===== src/mns_consts.vh =====
// Shared constants of the motor node command decoder
// How it works
// - Preparing frame: 0x3C, 80, 0x82, address, FF
// - Trim response packs eight fixed data bytes
// - Address pin bits come live from pins
// - Status read clears sticky fault flags
// - Status answer is two bytes plus checksum
// - Status byte layout: switch, address, flags
// - Identifier top bits are checked parity
// - Safe move frame: command 0x84, broadcast, address
// - Broadcast zero moves every node to target
// - Internal triggers also start safe move
// - Two-byte commands decoded only on the command identifier
// - Coil fault triggers halt and shutdown
// - Coil-fault halt while moving sets missed-step flag
// - After halt, goal takes current location
// - Halt frame: command 0x85, broadcast, address
// - Trim answer goes on identifier 0x3D
`ifndef MNS_CONSTS_VH
`define MNS_CONSTS_VH
`define MNS_ID_DIAG_REQ 6'h3C
`define MNS_ID_DIAG_RESP 6'h3D
`define MNS_APP_CMD 8'h80
`define MNS_CMD_TRIM_READ 7'h02
`define MNS_CMD_SAFE_MOVE 7'h04
`define MNS_CMD_HALT 7'h05
`define MNS_FILL 8'hFF
`define MNS_DIAG_LEN 4'h8
`define MNS_WR_LEN 4'h2
`define MNS_STAT_LEN 4'h2
`define MNS_TRIM_LEN 4'h8
`define MNS_CMD_FLAG_BIT 7
`define MNS_BCAST_BIT 7
`define MNS_SUPPLY_RESET_RST 1'h1
`endif


===== src/mns_checksum.v =====
// Running LIN checksum accumulator with carry wrap
`timescale 1ns/1ps
`default_nettype none
module mns_checksum (
    input wire clk_sys,
    input wire rst_n,
    input wire clear,
    input wire add,
    input wire [7:0] data,
    output reg [7:0] sum,
    output wire [7:0] next_sum
);
    wire [8:0] raw_sum;
    wire [8:0] wrap_sum;

    assign raw_sum = {1'h0, sum} + {1'h0, data};
    // Carry folds back in, so one wrap can never carry again
    assign wrap_sum = {1'h0, raw_sum[7:0]} + {8'h00, raw_sum[8]};
    assign next_sum = wrap_sum[7:0];

    always @(posedge clk_sys) begin
        if (!rst_n || clear) begin
            sum <= 8'h00;
        end else if (add) begin
            sum <= next_sum;
        end
    end
endmodule // mns_checksum
`default_nettype wire


===== src/mns_cmd_node.v =====
// Command decoder of the stepper node: trim read, status read, safe move, halt
`timescale 1ns/1ps
`default_nettype none
`include "mns_consts.vh"
module mns_cmd_node #(
    parameter TARGET_W = 11,
    parameter POS_W = 16
) (
    input wire clk_sys,
    input wire rst_n,
    input wire frame_start,
    input wire rx_valid,
    input wire [7:0] rx_byte,
    output wire tx_valid,
    output wire tx_last,
    output reg [7:0] tx_byte,
    input wire tx_ready,
    input wire [5:0] status_id,
    input wire [5:0] cmd_id,
    input wire [6:0] node_addr,
    input wire external_switch,
    input wire [2:0] addr_pin_state,
    input wire thermal_warning,
    input wire overtemp_shutdown,
    input wire undervolt,
    input wire coil_fault,
    input wire [1:0] temp_level,
    input wire [3:0] clock_trim,
    input wire [3:0] current_ref_trim,
    input wire [2:0] overtemp_trim,
    input wire [3:0] bandgap_trim,
    input wire address_mode_sel,
    input wire [3:0] phys_addr_bits,
    input wire [3:0] run_current,
    input wire [3:0] hold_current,
    input wire [3:0] speed_max,
    input wire [3:0] speed_min,
    input wire direction,
    input wire [3:0] ramp_rate,
    input wire [TARGET_W-1:0] safe_target,
    input wire [1:0] microstep_resolution,
    input wire trim_lock,
    input wire bandgap_lock,
    input wire bus_lost,
    input wire init_done,
    input wire sleep_request,
    input wire safe_move_suppress,
    input wire motor_moving,
    input wire [POS_W-1:0] current_location,
    input wire goal_load,
    input wire [POS_W-1:0] goal_value,
    output reg [POS_W-1:0] goal_location,
    output reg move_to_safe_target,
    output reg [TARGET_W-1:0] safe_target_out,
    output reg halt_request,
    output reg shutdown_mode,
    output reg trim_prepared,
    output wire supply_reset_flag,
    output wire missed_step_flag,
    output wire coil_fault_flag,
    output wire undervolt_flag,
    output wire overtemp_flag,
    output wire thermal_warning_flag
);
    localparam S_IDLE = 3'h0;
    localparam S_ID = 3'h1;
    localparam S_RXD = 3'h2;
    localparam S_RXC = 3'h3;
    localparam S_TX = 3'h4;
    localparam K_DIAG = 2'h0;
    localparam K_CMD = 2'h1;
    localparam K_STAT = 2'h2;
    localparam K_TRIM = 2'h3;
    // Flag vector order: tw, tsd, uv, coil, step, supply
    localparam F_TW = 0;
    localparam F_TSD = 1;
    localparam F_UV = 2;
    localparam F_COIL = 3;
    localparam F_STEP = 4;
    localparam F_SUP = 5;
    reg [2:0] state;
    reg [1:0] kind;
    reg [3:0] cnt;
    reg [3:0] len;
    reg [7:0] rx_buf [0:7];
    reg [5:0] flags;
    reg [5:0] next_flags;
    reg [7:0] pin_meta;
    reg [7:0] pin_sync;
    reg coil_prev;
    reg halt_pending;
    reg clear_status;
    wire chk_add;
    wire [7:0] chk_data;
    wire [7:0] chk_sum;
    wire [7:0] chk_next;
    wire [3:0] cnt_inc;
    wire rx_exec;
    wire tx_take;
    wire internal_halt;
    wire cmd_safe_move;
    wire cmd_halt;
    wire auto_safe_move;
    wire prep_frame;
    // Pins and analog comparator levels cross into the clock domain here
    wire esw_s = pin_sync[0];
    wire tw_s = pin_sync[1];
    wire tsd_s = pin_sync[2];
    wire uv_s = pin_sync[3];
    wire coil_s = pin_sync[4];
    wire [2:0] pins_s = pin_sync[7:5];
    function id_parity_ok;
        input [7:0] id;
        begin
            id_parity_ok = (id[6] == (id[0] ^ id[1] ^ id[2] ^ id[4])) &&
                           (id[7] == ~(id[1] ^ id[3] ^ id[4] ^ id[5]));
        end
    endfunction
    // Second data byte: active-low broadcast and node address
    function addr_hit;
        input [7:0] ab;
        input [6:0] own;
        begin
            addr_hit = !ab[`MNS_BCAST_BIT] || (ab[6:0] == own);
        end
    endfunction
    function [7:0] resp_byte;
        input [1:0] k;
        input [3:0] idx;
        begin
            resp_byte = 8'h00;
            if (k == K_STAT) begin
                case (idx)
                    4'h0: resp_byte = {esw_s, node_addr};
                    4'h1: resp_byte = {flags[F_SUP], flags[F_STEP], flags[F_COIL], flags[F_UV],
                                       flags[F_TSD], flags[F_TW], temp_level};
                    default: resp_byte = 8'h00;
                endcase
            end else begin
                case (idx)
                    4'h0: resp_byte = {clock_trim, current_ref_trim};
                    4'h1: resp_byte = {1'h1, overtemp_trim, bandgap_trim};
                    4'h2: resp_byte = {address_mode_sel, pins_s, phys_addr_bits};
                    4'h3: resp_byte = {run_current, hold_current};
                    4'h4: resp_byte = {speed_max, speed_min};
                    4'h5: resp_byte = {safe_target[10:8], direction, ramp_rate};
                    4'h6: resp_byte = safe_target[7:0];
                    4'h7: resp_byte = {4'h0, microstep_resolution, trim_lock, bandgap_lock};
                    default: resp_byte = 8'h00;
                endcase
            end
        end
    endfunction
    mns_checksum u_chk (
        .clk_sys(clk_sys),
        .rst_n(rst_n),
        .clear(frame_start),
        .add(chk_add),
        .data(chk_data),
        .sum(chk_sum),
        .next_sum(chk_next)
    );
    assign cnt_inc = cnt + 4'h1;
    assign tx_valid = (state == S_TX);
    assign tx_last = tx_valid && (cnt == len);
    assign tx_take = tx_valid && tx_ready;
    assign chk_add = ((state == S_RXD) && rx_valid && !frame_start) || (tx_take && (cnt != len));
    assign chk_data = (state == S_TX) ? tx_byte : rx_byte;
    // Frame executes only on matching checksum
    assign rx_exec = (state == S_RXC) && rx_valid && !frame_start && (rx_byte == ~chk_sum);
    assign prep_frame = (rx_buf[0] == `MNS_APP_CMD) &&
                        (rx_buf[1] == {1'h1, `MNS_CMD_TRIM_READ}) &&
                        (rx_buf[2] == {1'h1, node_addr}) &&
                        (rx_buf[3] == `MNS_FILL) && (rx_buf[4] == `MNS_FILL) &&
                        (rx_buf[5] == `MNS_FILL) && (rx_buf[6] == `MNS_FILL) &&
                        (rx_buf[7] == `MNS_FILL);
    // Command decoded from the data, only on frames with identifier cmd_id
    assign cmd_safe_move = rx_exec && (kind == K_CMD) &&
                           (rx_buf[0] == {1'h1, `MNS_CMD_SAFE_MOVE}) &&
                           addr_hit(rx_buf[1], node_addr);
    assign cmd_halt = rx_exec && (kind == K_CMD) &&
                      (rx_buf[0] == {1'h1, `MNS_CMD_HALT}) &&
                      addr_hit(rx_buf[1], node_addr);
    assign auto_safe_move = (bus_lost || init_done || sleep_request) && !safe_move_suppress;
    assign internal_halt = coil_s && !coil_prev;
    always @(posedge clk_sys) begin
        if (!rst_n) begin
            pin_meta <= 8'h00;
            pin_sync <= 8'h00;
            coil_prev <= 1'h0;
        end else begin
            pin_meta <= {addr_pin_state, coil_fault, undervolt, overtemp_shutdown,
                         thermal_warning, external_switch};
            pin_sync <= pin_meta;
            coil_prev <= coil_s;
        end
    end
    // Frame sequencer
    always @(posedge clk_sys) begin
        if (!rst_n) begin
            state <= S_IDLE;
            kind <= K_DIAG;
            cnt <= 4'h0;
            len <= 4'h0;
            tx_byte <= 8'h00;
            clear_status <= 1'h0;
            trim_prepared <= 1'h0;
        end else begin
            clear_status <= 1'h0;
            if (frame_start) begin
                state <= S_ID;
                cnt <= 4'h0;
            end else begin
                case (state)
                    S_ID: begin
                        if (rx_valid) begin
                            cnt <= 4'h0;
                            state <= S_IDLE;
                            if (id_parity_ok(rx_byte)) begin
                                if (rx_byte[5:0] == `MNS_ID_DIAG_REQ) begin
                                    kind <= K_DIAG;
                                    len <= `MNS_DIAG_LEN;
                                    state <= S_RXD;
                                end else if (rx_byte[5:0] == `MNS_ID_DIAG_RESP) begin
                                    if (trim_prepared) begin
                                        kind <= K_TRIM;
                                        len <= `MNS_TRIM_LEN;
                                        tx_byte <= resp_byte(K_TRIM, 4'h0);
                                        state <= S_TX;
                                    end
                                end else if (rx_byte[5:0] == status_id) begin
                                    kind <= K_STAT;
                                    len <= `MNS_STAT_LEN;
                                    tx_byte <= resp_byte(K_STAT, 4'h0);
                                    state <= S_TX;
                                end else if (rx_byte[5:0] == cmd_id) begin
                                    kind <= K_CMD;
                                    len <= `MNS_WR_LEN;
                                    state <= S_RXD;
                                end
                            end
                        end
                    end
                    S_RXD: begin
                        if (rx_valid) begin
                            cnt <= cnt_inc;
                            if (cnt_inc == len) begin
                                state <= S_RXC;
                            end
                        end
                    end
                    S_RXC: begin
                        if (rx_valid) begin
                            state <= S_IDLE;
                            if (rx_exec && (kind == K_DIAG)) begin
                                trim_prepared <= prep_frame;
                            end
                        end
                    end
                    S_TX: begin
                        if (tx_ready) begin
                            if (cnt == len) begin
                                state <= S_IDLE;
                                clear_status <= (kind == K_STAT);
                                if (kind == K_TRIM) begin
                                    trim_prepared <= 1'h0;
                                end
                            end else begin
                                cnt <= cnt_inc;
                                // Checksum closes the answer after the last data byte
                                tx_byte <= (cnt_inc == len) ? ~chk_next : resp_byte(kind, cnt_inc);
                            end
                        end
                    end
                    default: begin
                        state <= S_IDLE;
                    end
                endcase
            end
        end
    end
    always @(posedge clk_sys) begin
        if (state == S_RXD && rx_valid && !frame_start) begin
            rx_buf[cnt[2:0]] <= rx_byte;
        end
    end
    // Sticky flags; a live cause re-sets in the clearing cycle, so set wins
    always @* begin
        next_flags = flags & {6{~clear_status}};
        next_flags[F_TW] = next_flags[F_TW] | tw_s;
        next_flags[F_TSD] = next_flags[F_TSD] | tsd_s;
        next_flags[F_UV] = next_flags[F_UV] | uv_s;
        next_flags[F_COIL] = next_flags[F_COIL] | coil_s;
        next_flags[F_STEP] = next_flags[F_STEP] | (internal_halt && motor_moving);
    end
    always @(posedge clk_sys) begin
        if (!rst_n) begin
            flags <= {`MNS_SUPPLY_RESET_RST, 5'h00};
        end else begin
            flags <= next_flags;
        end
    end
    assign thermal_warning_flag = flags[F_TW];
    assign overtemp_flag = flags[F_TSD];
    assign undervolt_flag = flags[F_UV];
    assign coil_fault_flag = flags[F_COIL];
    assign missed_step_flag = flags[F_STEP];
    assign supply_reset_flag = flags[F_SUP];
    // Motion side effects
    always @(posedge clk_sys) begin
        if (!rst_n) begin
            move_to_safe_target <= 1'h0;
            safe_target_out <= {TARGET_W{1'b0}};
            halt_request <= 1'h0;
            halt_pending <= 1'h0;
            shutdown_mode <= 1'h0;
            goal_location <= {POS_W{1'b0}};
        end else begin
            move_to_safe_target <= cmd_safe_move || auto_safe_move;
            safe_target_out <= safe_target;
            halt_request <= cmd_halt || internal_halt;
            shutdown_mode <= shutdown_mode || internal_halt;
            if (cmd_halt || internal_halt) begin
                halt_pending <= 1'h1;
            end else if (halt_pending && !motor_moving && !halt_request) begin
                halt_pending <= 1'h0;
            end
            // Copy only once at rest, else the goal would trail a coasting motor
            if (halt_pending && !motor_moving && !halt_request) begin
                goal_location <= current_location;
            end else if (goal_load) begin
                goal_location <= goal_value;
            end
        end
    end
endmodule // mns_cmd_node
`default_nettype wire


===== config.mk =====
export PLATFORM = sky130hd
export DESIGN_NAME = mns_cmd_node
export DESIGN_NICKNAME = d
export VERILOG_FILES = /design/src/mns_checksum.v /design/src/mns_cmd_node.v
export VERILOG_INCLUDE_DIRS = /design/src
export SDC_FILE = /design/constraint.sdc
export NUM_CORES = 1
export LEC_CHECK = 0
export BUFFER_PORTS_ARGS = -buffer_cell sky130_fd_sc_hd__buf_2
export CAP_MARGIN = 20
export CORE_UTILIZATION = 50
export DETAILED_ROUTE_END_ITERATION = 10
export MAX_ROUTING_LAYER = met4
export PLACE_DENSITY_LB_ADDON = 0.12
export SLEW_MARGIN = 25
export SYNTH_ARGS = -nofsm -noshare
export SYNTH_HDL_FRONTEND = slang
export SYNTH_SLANG_ARGS = --single-unit

===== constraint.sdc =====
create_clock -name clk_sys -period 5.2 [get_ports clk_sys]
set_input_delay 0.52 -clock clk_sys [delete_from_list [all_inputs] [get_ports clk_sys]]
set_output_delay 0.52 -clock clk_sys [all_outputs]
set_load 0.01 [all_outputs]

==> results.py <==
metrics = {
    "place": {
        "port_buffers": 182,
        "placed_cell_area_um2": 8383,
        "place.gp.congestion": 0.9210,
        "placed_cells": 1064,
        "hpwl_um": 16360,
    },
    "layout": {
        "stdcell_count": 1096,
        "drive_gt1_frac": 0.2675,
        "postLayoutCoreUtil": 0.6190,
        "finalInstanceArea_um2": 8962,
        "area_delta_synth_final_pct": 21.32,
        "antenna_cells": 0,
        "fin_nets": 1053,
    },
    "worst_setup_path": {
        "r2r_cells": 20,
        "cpPeakStageDelay_ns": 0.47,
        "slowest_stage": "fa_1",
        "critPathRequiredTime_ns": 5.50,
        "critical_path_arrival_ns": 4.37,
        "cp_max_fo": 17,
        "r2r-end": "tx_byte[6]",
        "critical_path.top_delay_family": "compound AO/OA/AOI/OAI gates",
        "r2r_start": "state[0]",
        "path_class": "reg -> reg",
        "crit_chain": "nor2_1 -> nand2_1 -> buf_4 -> inv_1 -> nand2_1 -> o21ai_0 -> ha_1 -> fa_1 -> a211oi_1 -> o21ai_0 -> a21oi_1 -> o21bai_1 -> ha_1 -> ha_1 -> nand2_1 -> nor3_1 -> nand3_1 -> xor2_1 -> a2111oi_1 -> a21oi_1",
        "crit_path_end_kind": "register",
        "start_kind": "register",
        "crit_buf_inv": 2,
        "r2r_slack_ns": 1.13,
    },
    "floorplan": {
        "core_area_um2": 14480,
        "die_h_um": 123.6,
        "pin_count": 183,
        "die_area_um2": 15260,
        "start_util": 0.5102,
        "die_w_um": 123.6,
        "rows": 44,
    },
    "global_routing": {
        "grt_first_pass_wirelength_um": 32840,
        "grt_max_degree": 44,
        "track_usage": 0.3022,
        "antenna_found_initial": 0,
        "grt_pass1_vias": 6125,
        "grt-ovfl-total": 0,
    },
    "cts": {
        "ctsHtreeMaxLevel": 4,
        "numCtsBuffers": 17,
        "clock_path_buffers": 2,
        "cts_setup_buffers": 0,
        "postCtsHoldBufs": 0,
        "cts.clk_slew.worst_paths_ns": 0.06,
        "insertion_delay_ns": 0.43,
        "clock_sinks": 147,
        "cts_resized": 0,
        "cts_tree": "done",
        "cts_root_buf": "clkbuf_16",
    },
    "power": {
        "power_density_nw_per_um2": 300.0,
        "ir_worst_vdd_mv": 0.2225,
        "p_leak_nw": 3.694,
    },
    "yosys": {
        "synth_commonest_cells": "83 x dfxtp_1, 72 x nor2_1, 64 x edfxtp_1",
        "yosysUniqueCellTypes": 80,
        "ys.warnings.count": 0,
        "synth_top_area_frac": 0.2602,
        "synth.yosys.seq_area_share": 0.4851,
        "postSynthCellCount": 733,
        "synth-edff-count": 64,
        "syn_area_um2": 7387,
        "ys_async_sr_fraction": 0,
        "ys_seq_elements": 147,
        "synth_ff_type": "dfxtp_1",
        "synth_most_common_cell": "dfxtp_1",
        "synth.avg_cell_area_um2": 10.08,
        "syn-num-nets": 887,
        "yosys.area.top_type": "edfxtp_1",
        "synth.area.top_cells": "edfxtp_1 26%, dfxtp_1 22%, nor2_1 3.7%",
    },
    "route": {
        "dr.pass1.iters": 7,
        "wl_per_cell_um": 20.26,
        "drt-initial-drc-count": 626,
        "vias": 6554,
        "ant_nets": 0,
        "drc_errors": 0,
        "routed_wl_um": 22200,
        "viasPerCell": 5.980,
    },
    "sta": {
        "fin_crit_sh": 0.7830,
        "slew_headroom": 0.3558,
        "fin_skew_ns": 0.009725,
        "period_minus_slack_ns": 4.072,
        "worst_slew_pin_slew_ns": 0.9640,
        "fmax_ghz": 0.2456,
        "setup_tns_ns": 0,
        "setup-violations-final": 0,
        "slew_viol_final": 0,
        "rsz0062_at_grt": "no",
        "final_hold_viol_count": 0,
    },
    "run_status": {
        "outcome": "finished clean",
    },
    "job": {
        "cap_viol_max_count": 0,
    },
    "worst_hold_path": {
        "hold_start": "addr_pin_state[0]",
        "min_path_type": "in -> reg",
        "holdPathStages": 2,
        "hold_path_end": "pin_meta[5]",
    },
}
==> worst register-to-register path: cells and delay by family, from the launching register on <==
| family | cells | cell delay, ns |
|---|---|---|
| AOI/OAI and AO/OA | 7 | 1.30 |
| adders and majority gates | 4 | 1.18 |
| and+or+nand+nor | 6 | 0.50 |
| DFF | 1 | 0.45 |
| buffers and inverters | 2 | 0.44 |
| xor gates and xnor gates | 1 | 0.09 |
==> final cells by class <==
cell class	count	area [um2]
Multi-Input combinational cell	531	3577
Clock inverter	15	141.4
Tap cell	184	230.2
Timing Repair Buffer	187	948.4
Fill cell	1243	5517
Clock buffer	17	425.4
Sequential cell	147	3583
Inverter	15	56.30
==> logic make-up after synthesis <==
logic type,share of synthesized area
compound gates,0.1673
xor+xnor,0.05996
fa+ha+maj,0.03150
buf+inv,0.03303
flops,0.4851
mux,0.03252
simple gates,0.1906
==> layer usage <==
metal,up-vias,GRT usage,wire length (um),part of all wire
met5,-,-,0,0
met4,0,0.1017,456,0.021
met3,39,0.05443,1468,0.066
met2,272,0.4780,10840,0.49
met1,3183,0.3907,9441,0.43
li1,3060,-,-,-
==> power breakdown <==
group / internal [mW] / leakage, nW / total (mW) / switching [mW]
Combinational: 0.113 / 2.16 / 0.260 / 0.147
Clock: 0.669 / 0.279 / 1.18 / 0.514
Sequential: 1.23 / 1.26 / 1.25 / 0.0156
Total: 2.01 / 3.69 / 2.69 / 0.676
==> sequential cells by signal (all words and copies together), names as in the netlist, 2 cells and up <==
register and flops:
rx_buf 64, goal_location 16, safe_target_out 11, pin_meta 8, pin_sync 8, tx_byte 8, u_chk.sum 8, flags 6
cnt 4, state 3, kind 2, len 2
==> worst max-delay path by stage <==
| stage | from | endpoint | slack, ns | cells after the start |
|---|---|---|---|---|
| after global routing | state[1] | tx_byte[6] | 0.79 | 19 |
| after detailed placement | state[0] | tx_byte[6] | 1.19 | 20 |
| final | state[0] | tx_byte[6] | 1.13 | 20 |
| after global placement | state[0] | tx_byte[6] | 1.31 | 20 |
| after CTS | state[0] | tx_byte[6] | 1.17 | 19 |
| after floorplan | state[2] | tx_byte[6] | 1.07 | 20 |
==> per-stage QoR <==
| step | setup WS, ns | hold slack [ns] | total power [mW] |
|---|---|---|---|
| after floorplan | 1.070 | 0.4119 | 1.403 |
| final | 1.128 | 0.3034 | 2.688 |
| after global placement | 1.308 | 0.4146 | 1.522 |
| after detailed placement | 1.195 | 0.4191 | 1.527 |
| after global routing | 0.7928 | 0.3019 | 2.782 |
| after CTS | 1.168 | 0.2984 | 2.698 |
==> layout by cell type (no fill, tap or decap), types with 4 or more instances in the layout <==
master / synthesis / routed
buf_2: 12 / 182
a222oi_1: 6 / 6
a32oi_1: 7 / 7
edfxtp_1: 64 / 64
inv_6: 0 / 7
dfxtp_1: 83 / 83
nand2b_1: 6 / 6
a221oi_1: 4 / 4
clkbuf_16: 0 / 17
a21oi_1: 27 / 27
a22o_1: 6 / 6
a31oi_1: 12 / 12
nand3_1: 29 / 29
buf_4: 2 / 5
inv_1: 12 / 12
nor4_1: 9 / 9
a211oi_1: 28 / 28
ha_1: 17 / 17
o21a_1: 7 / 7
mux2i_1: 24 / 24
and3_1: 10 / 10
nand4_1: 15 / 15
nor2b_1: 5 / 5
nand2_1: 56 / 56
xor2_1: 24 / 24
and2_1: 32 / 32
o21ai_1: 6 / 6
nor3_1: 17 / 15
nor2_1: 72 / 72
o21ai_0: 12 / 12
xnor2_1: 24 / 24
or2_2: 5 / 5
a22oi_1: 7 / 7
(Power assumes the default switching activity.)
